## config.mk

```make
export PLATFORM = sky130hd
export DESIGN_NAME = tw_master_rx
export DESIGN_NICKNAME = d
export VERILOG_FILES = /design/src/tw_pkg.sv /design/src/tw_master_rx.sv /design/src/tw_sync2.sv
export VERILOG_INCLUDE_DIRS = /design/src
export SDC_FILE = /design/constraint.sdc
export NUM_CORES = 1
export LEC_CHECK = 0
export BUFFER_PORTS_ARGS = -buffer_cell sky130_fd_sc_hd__buf_2
export CAP_MARGIN = 10
export CORE_UTILIZATION = 45
export CTS_CLUSTER_DIAMETER = 120
export CTS_CLUSTER_SIZE = 40
export DETAILED_ROUTE_END_ITERATION = 8
export MAX_ROUTING_LAYER = met4
export PLACE_DENSITY = 0.76
export SLEW_MARGIN = 15
export SYNTH_ARGS = -nofsm -noshare
export SYNTH_HDL_FRONTEND = slang
export SYNTH_SLANG_ARGS = --single-unit
```

## constraint.sdc

```tcl
create_clock -name hclk -period 3.9 [get_ports hclk]
set_input_delay 0.78 -clock hclk [delete_from_list [all_inputs] [get_ports hclk]]
set_output_delay 0.78 -clock hclk [all_outputs]
set_load 0.1 [all_outputs]
```

## src/tw_map.svh

```systemverilog
// Purpose: register offsets, field positions, reset values and timing for the two-wire block
// Assumes: 32-bit AHB-Lite words, one aligned word per register
// Notes: status codes are given with the prescaler bits at zero
`ifndef TW_MAP_SVH
`define TW_MAP_SVH

`define A_CTRL 8'h00
`define A_STAT 8'h04
`define A_DATA 8'h08
`define A_OWN 8'h0C

`define C_FLAG 7
`define C_ACK 6
`define C_STA 5
`define C_STO 4
`define C_WCOL 3
`define C_EN 2
`define C_IRQ 0
`define OWN_GCE 0

`define CTRL_RST 8'h00
`define STAT_RST 8'hF8
`define DATA_RST 8'hFF
`define OWN_RST 8'hFE

`define ST_START 8'h08
`define ST_RSTART 8'h10
`define ST_MT_AACK 8'h18
`define ST_MT_ANAK 8'h20
`define ST_MT_DACK 8'h28
`define ST_MT_DNAK 8'h30
`define ST_LOST 8'h38
`define ST_MR_AACK 8'h40
`define ST_MR_ANAK 8'h48
`define ST_MR_DACK 8'h50
`define ST_MR_DNAK 8'h58
`define ST_SR_ADDR 8'h60
`define ST_SR_LADDR 8'h68
`define ST_SR_GC 8'h70
`define ST_SR_LGC 8'h78
`define ST_SR_DACK 8'h80
`define ST_SR_DNAK 8'h88
`define ST_GC_DACK 8'h90
`define ST_GC_DNAK 8'h98
`define ST_ST_ADDR 8'hA8
`define ST_ST_LADDR 8'hB0

`define CLK_NS 20
`define SCL_NS 10000
`define QTR_CYC ((`SCL_NS + 4 * `CLK_NS - 1) / (4 * `CLK_NS))

`endif

```

## src/tw_pkg.sv

```systemverilog
// Purpose: types shared by the two-wire block
// Assumes: constants live in tw_map.svh
// Notes: none
package tw_pkg;
  typedef logic [7:0] byte_t;
  typedef enum logic [3:0] {
    S_IDLE = 4'h0,
    S_START = 4'h1,
    S_MBIT = 4'h2,
    S_MACK = 4'h3,
    S_HOLD = 4'h4,
    S_STOP = 4'h5,
    S_SBIT = 4'h6,
    S_SACK = 4'h7
  } eng_e;
endpackage : tw_pkg

```

## src/tw_master_rx.sv

```systemverilog
// Purpose: two-wire master receiver / slave receiver engine with AHB-Lite registers
// Assumes: open-drain pins, one bus clock rate, one AHB-Lite slave on the bus
// Notes: slave transmit is acknowledged and reported but sends no data
`timescale 1ns/1ps
`include "tw_map.svh"
module tw_master_rx (
  input wire logic hclk,
  input wire logic hresetn,
  input wire logic hsel,
  input wire logic [31:0] haddr,
  input wire logic [1:0] htrans,
  input wire logic hwrite,
  input wire logic [2:0] hsize,
  input wire logic [31:0] hwdata,
  input wire logic hready,
  output logic [31:0] hrdata,
  output logic hreadyout,
  output logic hresp,
  input wire logic scl_i,
  output logic scl_o,
  output logic scl_oe,
  input wire logic sda_i,
  output logic sda_o,
  input wire logic deep_sleep,
  output logic sda_oe,
  output logic wake
);
  import tw_pkg::*;

  localparam logic [7:0] QTR = 8'(`QTR_CYC);

  tw_pkg::eng_e state_r;
  logic [1:0] ph_r;
  logic [3:0] cnt_r;
  logic [7:0] qcnt_r;
  tw_pkg::byte_t shift_r, data_r, status_r, own_r, hrd_r;
  logic flag_r, ack_en_r, start_r, stop_r, wcol_r, en_r, irq_en_r;
  logic [1:0] presc_r;
  logic rd_r, addr_ph_r, master_r, lost_r, gc_r, ackb_r, rep_r;
  logic scl_oe_r, sda_oe_r, stop_done_r, wake_r, busy_r;
  logic wr_pend_r, rd_pend_r, hready_r;
  logic [7:0] bus_a_r;
  logic [1:0] pin_s;
  logic scl_s, sda_s, scl_p, sda_p;
  logic scl_rise, scl_fall, start_det, stop_det, tick, addr_hit, accept;
  logic ctrl_wr, data_wr, own_wr, stat_wr, flag_clr;

  // open-drain: the pins only ever pull low
  assign scl_o = 1'b0;
  assign sda_o = 1'b0;
  assign scl_oe = scl_oe_r;
  assign sda_oe = sda_oe_r;
  assign wake = wake_r;
  assign hrdata = {24'h000000, hrd_r};
  assign hreadyout = hready_r;
  assign hresp = 1'b0;

  function automatic tw_pkg::byte_t reg_rd(input logic [7:0] a);
    case (a)
      `A_CTRL: reg_rd = {flag_r, ack_en_r, start_r, stop_r, wcol_r, en_r, 1'b0, irq_en_r};
      `A_STAT: reg_rd = {status_r[7:3], 1'b0, presc_r};
      `A_DATA: reg_rd = data_r;
      `A_OWN: reg_rd = own_r;
      default: reg_rd = 8'h00;
    endcase
  endfunction : reg_rd

  function automatic tw_pkg::byte_t mack_code(input logic adr, input logic rd, input logic ack);
    if (adr) begin
      mack_code = rd ? (ack ? `ST_MR_AACK : `ST_MR_ANAK) : (ack ? `ST_MT_AACK : `ST_MT_ANAK);
    end else begin
      mack_code = rd ? (ack ? `ST_MR_DACK : `ST_MR_DNAK) : (ack ? `ST_MT_DACK : `ST_MT_DNAK);
    end
  endfunction : mack_code

  function automatic tw_pkg::byte_t sack_code(input logic adr, input logic dir, input logic lost,
                                              input logic gc, input logic ack);
    if (adr && dir) begin
      sack_code = lost ? `ST_ST_LADDR : `ST_ST_ADDR;
    end else if (adr) begin
      sack_code = gc ? (lost ? `ST_SR_LGC : `ST_SR_GC) : (lost ? `ST_SR_LADDR : `ST_SR_ADDR);
    end else begin
      sack_code = gc ? (ack ? `ST_GC_DACK : `ST_GC_DNAK) : (ack ? `ST_SR_DACK : `ST_SR_DNAK);
    end
  endfunction : sack_code

  function automatic logic slave_go(input tw_pkg::byte_t st);
    slave_go = (st == `ST_SR_ADDR) || (st == `ST_SR_LADDR) || (st == `ST_SR_GC) ||
               (st == `ST_SR_LGC) || (st == `ST_SR_DACK) || (st == `ST_GC_DACK);
  endfunction : slave_go

  task post(input tw_pkg::byte_t code);
    flag_r <= 1'b1;
    status_r <= code;
    state_r <= S_HOLD;
  endtask : post

  tw_sync2 u_sync (
    .hclk(hclk),
    .hresetn(hresetn),
    .pin_i({scl_i, sda_i}),
    .pin_s(pin_s)
  );

  assign scl_s = pin_s[1];
  assign sda_s = pin_s[0];
  assign scl_rise = scl_s && !scl_p;
  assign scl_fall = !scl_s && scl_p;
  assign start_det = scl_s && scl_p && sda_p && !sda_s;
  assign stop_det = scl_s && scl_p && !sda_p && sda_s;
  assign tick = (qcnt_r == 8'h00);
  assign addr_hit = ack_en_r && ((shift_r[7:1] == own_r[7:1]) ||
                    (own_r[`OWN_GCE] && shift_r[7:1] == 7'h00));

  // bus slave: writes take effect in the data phase; reads add one wait state
  // so a read right behind a write still sees the written value
  assign accept = hsel && hready && htrans[1];
  assign ctrl_wr = wr_pend_r && (bus_a_r == `A_CTRL);
  assign stat_wr = wr_pend_r && (bus_a_r == `A_STAT);
  assign data_wr = wr_pend_r && (bus_a_r == `A_DATA);
  assign own_wr = wr_pend_r && (bus_a_r == `A_OWN);
  assign flag_clr = ctrl_wr && hwdata[`C_FLAG];

  always_ff @(posedge hclk or negedge hresetn) begin
    if (!hresetn) begin
      wr_pend_r <= 1'b0;
      rd_pend_r <= 1'b0;
      hready_r <= 1'b1;
      bus_a_r <= 8'h00;
      hrd_r <= 8'h00;
    end else begin
      wr_pend_r <= accept && hwrite;
      rd_pend_r <= accept && !hwrite;
      hready_r <= !(accept && !hwrite);
      if (accept) begin
        bus_a_r <= haddr[7:0];
      end
      if (rd_pend_r) begin
        hrd_r <= reg_rd(bus_a_r);
      end
    end
  end

  always_ff @(posedge hclk or negedge hresetn) begin
    if (!hresetn) begin
      ack_en_r <= 1'(`CTRL_RST >> `C_ACK);
      start_r <= 1'b0;
      stop_r <= 1'b0;
      en_r <= 1'b0;
      irq_en_r <= 1'b0;
      wcol_r <= 1'b0;
      own_r <= `OWN_RST;
      presc_r <= 2'h0;
    end else begin
      if (ctrl_wr) begin
        ack_en_r <= hwdata[`C_ACK];
        start_r <= hwdata[`C_STA];
        stop_r <= hwdata[`C_STO];
        en_r <= hwdata[`C_EN];
        irq_en_r <= hwdata[`C_IRQ];
      end else if (stop_done_r) begin
        stop_r <= 1'b0;
      end
      // data written while a transfer runs is a collision and is dropped
      if (data_wr) begin
        wcol_r <= !flag_r;
      end
      if (own_wr) begin
        own_r <= hwdata[7:0];
      end
      if (stat_wr) begin
        presc_r <= hwdata[1:0];
      end
    end
  end

  always_ff @(posedge hclk or negedge hresetn) begin
    if (!hresetn) begin
      scl_p <= 1'b1;
      sda_p <= 1'b1;
      busy_r <= 1'b0;
      qcnt_r <= 8'h00;
    end else begin
      scl_p <= scl_s;
      sda_p <= sda_s;
      qcnt_r <= tick ? (QTR - 8'h01) : (qcnt_r - 8'h01);
      if (!en_r) begin
        busy_r <= 1'b0;
      end else if (start_det) begin
        busy_r <= 1'b1;
      end else if (stop_det) begin
        busy_r <= 1'b0;
      end
    end
  end

  always_ff @(posedge hclk or negedge hresetn) begin
    if (!hresetn) begin
      state_r <= S_IDLE;
      ph_r <= 2'h0;
      cnt_r <= 4'h0;
      shift_r <= 8'h00;
      data_r <= `DATA_RST;
      status_r <= `STAT_RST;
      flag_r <= 1'b0;
      rd_r <= 1'b0;
      addr_ph_r <= 1'b0;
      master_r <= 1'b0;
      lost_r <= 1'b0;
      gc_r <= 1'b0;
      ackb_r <= 1'b0;
      rep_r <= 1'b0;
      scl_oe_r <= 1'b0;
      sda_oe_r <= 1'b0;
      stop_done_r <= 1'b0;
      wake_r <= 1'b0;
    end else begin
      stop_done_r <= 1'b0;
      wake_r <= 1'b0;
      // a flag raised below in the same cycle overrides this clear
      if (flag_clr) begin
        flag_r <= 1'b0;
      end
      if (data_wr && flag_r) begin
        data_r <= hwdata[7:0];
      end
      if (!en_r) begin
        state_r <= S_IDLE;
        scl_oe_r <= 1'b0;
        sda_oe_r <= 1'b0;
        master_r <= 1'b0;
      end else begin
        unique case (state_r)
          S_IDLE: begin
            scl_oe_r <= 1'b0;
            sda_oe_r <= 1'b0;
            master_r <= 1'b0;
            if (start_r && !flag_r && !busy_r && tick) begin
              state_r <= S_START;
              ph_r <= 2'h0;
              rep_r <= 1'b0;
            end else if (start_det) begin
              state_r <= S_SBIT;
              cnt_r <= 4'h0;
              addr_ph_r <= 1'b1;
              lost_r <= 1'b0;
            end
          end
          S_START: if (tick) begin
            unique case (ph_r)
              2'h0: begin
                sda_oe_r <= 1'b0;
                ph_r <= 2'h1;
              end
              2'h1: begin
                scl_oe_r <= 1'b0;
                if (scl_s) ph_r <= 2'h2;
              end
              2'h2: begin
                sda_oe_r <= 1'b1;
                ph_r <= 2'h3;
              end
              2'h3: begin
                scl_oe_r <= 1'b1;
                master_r <= 1'b1;
                post(rep_r ? `ST_RSTART : `ST_START);
              end
            endcase
          end
          S_HOLD: if (!flag_r) begin
            ph_r <= 2'h0;
            cnt_r <= 4'h0;
            if (master_r) begin
              if (status_r == `ST_START || status_r == `ST_RSTART) begin
                shift_r <= data_r;
                rd_r <= data_r[0];
                addr_ph_r <= 1'b1;
                state_r <= S_MBIT;
              end else if (stop_r) begin
                state_r <= S_STOP;
              end else if (start_r) begin
                state_r <= S_START;
                rep_r <= 1'b1;
              end else begin
                shift_r <= rd_r ? 8'hFF : data_r;
                addr_ph_r <= 1'b0;
                state_r <= S_MBIT;
              end
            end else if (slave_go(status_r)) begin
              scl_oe_r <= 1'b0;
              addr_ph_r <= 1'b0;
              state_r <= S_SBIT;
            end else begin
              // lost, NAKed data or slave transmit; a pending start waits in idle for a free bus
              state_r <= S_IDLE;
            end
          end
          S_MBIT: if (tick) begin
            unique case (ph_r)
              2'h0: begin
                sda_oe_r <= (addr_ph_r || !rd_r) && !shift_r[7];
                ph_r <= 2'h1;
              end
              2'h1: begin
                scl_oe_r <= 1'b0;
                if (scl_s) ph_r <= 2'h2;
              end
              2'h2: begin
                shift_r <= {shift_r[6:0], sda_s};
                ph_r <= 2'h3;
                if (!sda_oe_r && (addr_ph_r || !rd_r) && !sda_s) begin
                  // another master won; keep following its bits as a slave
                  lost_r <= 1'b1;
                  master_r <= 1'b0;
                  cnt_r <= cnt_r + 4'h1;
                  state_r <= S_SBIT;
                end
              end
              2'h3: begin
                scl_oe_r <= 1'b1;
                cnt_r <= cnt_r + 4'h1;
                ph_r <= 2'h0;
                if (cnt_r == 4'h7) state_r <= S_MACK;
              end
            endcase
          end
          S_MACK: if (tick) begin
            unique case (ph_r)
              2'h0: begin
                sda_oe_r <= !addr_ph_r && rd_r && ack_en_r;
                ph_r <= 2'h1;
              end
              2'h1: begin
                scl_oe_r <= 1'b0;
                if (scl_s) ph_r <= 2'h2;
              end
              2'h2: begin
                ackb_r <= !sda_s;
                ph_r <= 2'h3;
                if (!sda_oe_r && rd_r && !addr_ph_r && !sda_s) begin
                  master_r <= 1'b0;
                  post(`ST_LOST);
                end
              end
              2'h3: begin
                scl_oe_r <= 1'b1;
                sda_oe_r <= 1'b0;
                if (rd_r && !addr_ph_r) data_r <= shift_r;
                post(mack_code(addr_ph_r, rd_r, ackb_r));
              end
            endcase
          end
          S_SBIT: begin
            if (stop_det) begin
              state_r <= S_IDLE;
            end else if (start_det) begin
              cnt_r <= 4'h0;
              addr_ph_r <= 1'b1;
              lost_r <= 1'b0;
            end else if (scl_rise && cnt_r != 4'h8) begin
              shift_r <= {shift_r[6:0], sda_s};
              cnt_r <= cnt_r + 4'h1;
            end else if (scl_fall && cnt_r == 4'h8) begin
              if (!addr_ph_r) begin
                sda_oe_r <= ack_en_r;
                ackb_r <= ack_en_r;
                state_r <= S_SACK;
              end else if (addr_hit) begin
                sda_oe_r <= 1'b1;
                ackb_r <= 1'b1;
                gc_r <= (shift_r[7:1] == 7'h00);
                state_r <= S_SACK;
              end else if (lost_r) begin
                post(`ST_LOST);
              end else begin
                state_r <= S_IDLE;
              end
            end
          end
          S_SACK: if (scl_fall) begin
            sda_oe_r <= 1'b0;
            scl_oe_r <= 1'b1;
            addr_ph_r <= 1'b0;
            lost_r <= 1'b0;
            // in deep sleep a data byte is not kept; an address match pulses wake and still posts its status
            if (!addr_ph_r && !deep_sleep) data_r <= shift_r;
            if (addr_ph_r && deep_sleep) wake_r <= 1'b1;
            post(sack_code(addr_ph_r, shift_r[0], lost_r, gc_r, ackb_r));
          end
          S_STOP: if (tick) begin
            unique case (ph_r)
              2'h0: begin
                sda_oe_r <= 1'b1;
                ph_r <= 2'h1;
              end
              2'h1: begin
                scl_oe_r <= 1'b0;
                if (scl_s) ph_r <= 2'h2;
              end
              2'h2: begin
                sda_oe_r <= 1'b0;
                ph_r <= 2'h3;
              end
              2'h3: begin
                stop_done_r <= 1'b1;
                master_r <= 1'b0;
                state_r <= S_IDLE;
              end
            endcase
          end
          default: state_r <= S_IDLE;
        endcase
      end
    end
  end
endmodule : tw_master_rx

```

## src/tw_sync2.sv

```systemverilog
// Purpose: two-flop synchroniser for the bus clock and data pins
// Assumes: pins are asynchronous to hclk
// Notes: the first stage feeds only the second
`timescale 1ns/1ps
module tw_sync2 (
  input wire logic hclk,
  input wire logic hresetn,
  input wire logic [1:0] pin_i,
  output logic [1:0] pin_s
);
  logic [1:0] meta_r;

  // idle bus level is high, so reset to ones
  always_ff @(posedge hclk or negedge hresetn) begin
    if (!hresetn) begin
      meta_r <= 2'h3;
      pin_s <= 2'h3;
    end else begin
      meta_r <= pin_i;
      pin_s <= meta_r;
    end
  end
endmodule : tw_sync2

```

==> flow_summary.ini <==
[floorplanning]
io_pins = 116
start_util = 0.466
die_w_um = 114
die_y_um = 114
coreArea_mm2 = 0.0121
dieArea_mm2 = 0.0130
rows = 40

[worst_setup_path]
crit_type = flop to flop
cpMaxStageDelayCell = or4b_1
path_cells = inv_1, ha_1, nor4b_4, nand2_2, a221o_1, or4b_1, or4_1, o21ai_0
worst_path_largest_cell_delay_ps = 660
r2r_slack_ps = 840
critPathTopFamily = simple AND/OR/NAND/NOR gates
arrival_ps = 3320
critical_path_buf_inv_count = 1
cp_max_fo = 14
cp.required_ps = 4160
worstSetupEndpointType = flop
startpoint_type = flop

[routing]
ant_nets = 0
num_vias = 4722
wirelength_um = 14700
drt_iter0_markers = 570
drc = 0
viasPerCell = 5.92
wl_per_cell_um = 18.5
dr.pass1.iters = 8

[global_routing]
grt_use_total = 0.246
grt_start_max_net_pins = 59
overflow = 0
antenna_found_initial = 0
first_global_vias = 4600
grt_pass1_wl_um = 23900

[cells_and_area]
area_delta_synth_final_pct = 9.98
final_common_cell = dfrtp_1
drive_gt1_frac = 0.221
regArea_mm2 = 0.00234
diodes = 0
nets = 713
final_cell_mix = 65 x dfrtp_1, 42 x inv_1, 41 x nor2_1
multiInputGateArea_mm2 = 0.00292
design_area_mm2 = 0.00620
nFillCells = 1105

[sta]
skew_ps = 6.59
worstMarginPinSlew_ps = 1130
finalSetupTns_ps = 0
finalSetupViolations = 0
maxSlewHeadroom = 0.244
fin_crit_sh = 0.784
fmax_ghz = 0.327
period_needed_ps = 3060
finalMaxSlewViolations = 0
rsz0062_at_grt = no
hold_violations = 0

[yosys]
synth_cells = 598
synth_compound_area_frac = 0.182
synth_top_family_by_area = compound AO/OA/AOI/OAI gates
synth_xor_area_frac = 0.0186
synth_edf_count = 0
synth_adder_area_share = 0.0244
synth_ff_type = dfrtp_1
synthSimpleGateAreaFrac = 0.158
synth_seq_area_share = 0.414
ys_types = 72
ys_warn_count = 0
avgSynthCellArea_um2 = 9.43
async_reset_ff_frac = 1.00
synthesis.area_mm2 = 0.00564
synthMuxAreaShare = 0.116
synth_seq_cells = 92

[placement]
dpl.hpwl_um = 10900
io_buffers = 36
placed_area_mm2 = 0.00590
place.gp.congestion = 0.952

[clock_tree]
clock_tree.root_cell = clkbuf_16
numCtsBuffers = 9
clk_latency_ps = 350
cts_tree = yes
cts_resized = 0
cts_hold_buf = 0
htreeDepth = 3
postCtsSetupBuffers = 0
clk_pin_slew_ps = 70
clockBufferDepth = 2
cts.sinks = 92

[pwr]
power_density_mw_per_mm2 = 654
peakVddDrop_uv = 255
p_leak_nw = 2.61

[status]
status = finished clean

[worst_hold_path]
hold_path.class = flop to flop

[run]
maxCapViolCount = 0
==> path summary, 6_finish.rpt <==
| kind | startpoint | to | cells past startpoint |
|---|---|---|---|
| hold / removal | u_sync.meta_r[0]$_DFF_PN1_ | u_sync.pin_s[0]$_DFF_PN1_ | 0 |
| min in group asynchronous | hresetn | sda_oe$_DFFE_PN0P_ | 1 |
| setup / recovery | qcnt_r[0]$_DFF_PN0_ | cnt_r[3]$_DFFE_PN0P_ | 8 |
| hold reg to reg | u_sync.meta_r[0]$_DFF_PN1_ | u_sync.pin_s[0]$_DFF_PN1_ | 0 |
| setup reg to reg | qcnt_r[0]$_DFF_PN0_ | cnt_r[3]$_DFFE_PN0P_ | 8 |
| max in group asynchronous | hresetn | own_r[5]$_DFFE_PN1P_ | 2 |
==> metrics by stage <==
stage | hold slack (ps) | utilization | total power [mW] | setup slack, ps | instances
after floorplan | 345 | - | 2.70 | 1310 | 624
after global placement | 347 | 0.487 | 3.08 | 963 | 782
after detailed placement | 347 | 0.487 | 3.12 | 902 | 782
after CTS | 356 | 0.512 | 4.04 | 870 | 798
after global routing | 363 | 0.512 | 4.29 | 702 | 798
final | 356 | 0.512 | 4.06 | 841 | 798
==> cells in the mapped netlist, drive strengths merged, types with 9 or more instances <==
| cell | count | area (um2) |
|---|---|---|
| dfrtp | 65 | 1630 |
| o21ai | 43 | 215 |
| inv | 42 | 158 |
| nor2 | 42 | 160 |
| a21oi | 38 | 190 |
| buf | 35 | 239 |
| nand2 | 34 | 130 |
| mux2 | 31 | 349 |
| dfstp | 27 | 709 |
| clkbuf | 24 | 90.1 |
| mux2i | 17 | 170 |
| o22ai | 17 | 106 |
| nand3 | 16 | 80.1 |
| nor3 | 14 | 80.1 |
| ha | 11 | 138 |
| a31oi | 9 | 56.3 |
| nor2b | 9 | 56.3 |
==> flip-flops by register name (all words and copies together) (netlist names), 3 cells and up <==
signal and cells:
bus_a_r 8, data_r 8, hrd_r 8, own_r 8
qcnt_r 8, shift_r 8, status_r 5, cnt_r 4
state_r 3
==> worst register-to-register path, delay by kind of cell (launching register included) <==
| family | cells | cell delay [ps] |
|---|---|---|
| AO/OA/AOI/OAI | 2 | 540 |
| adder cells (fa/ha/maj) | 1 | 200 |
| buffers and inverters | 1 | 110 |
| AND/OR/NAND/NOR | 4 | 1720 |
| flip-flops | 1 | 400 |
==> logic make-up after synthesis <==
family / after synthesis
simple gates: 166
compound gates: 161
buf+inv: 101
flops: 92
mux: 54
xor+xnor: 12
fa+ha+maj: 11
other cells: 1
==> report_power, final <==
group          leakage, nW  switching [mW]  internal, mW
clock                0.145           0.390         0.522
sequential            1.12           0.257          1.15
combinational         1.35            1.09         0.650
total                 2.61            1.74          2.32
==> metal layers <==
layer,up-vias,track usage,part of all wire
li1,2178,-,-
met1,2314,0.313,0.43
met2,204,0.391,0.48
met3,26,0.0478,0.070
met4,0,0.0874,0.018
met5,-,-,0
==> cell type report <==
cell class,instances,share of cell area
repair buffers,49,0.0452
multi-input cells,431,0.470
flip-flops and latches,92,0.376
clock buffers,12,0.0397
well taps,168,0.0339
clock inverters,4,0.00928
inverters,42,0.0254
Power figures use the tool's default switching activity.
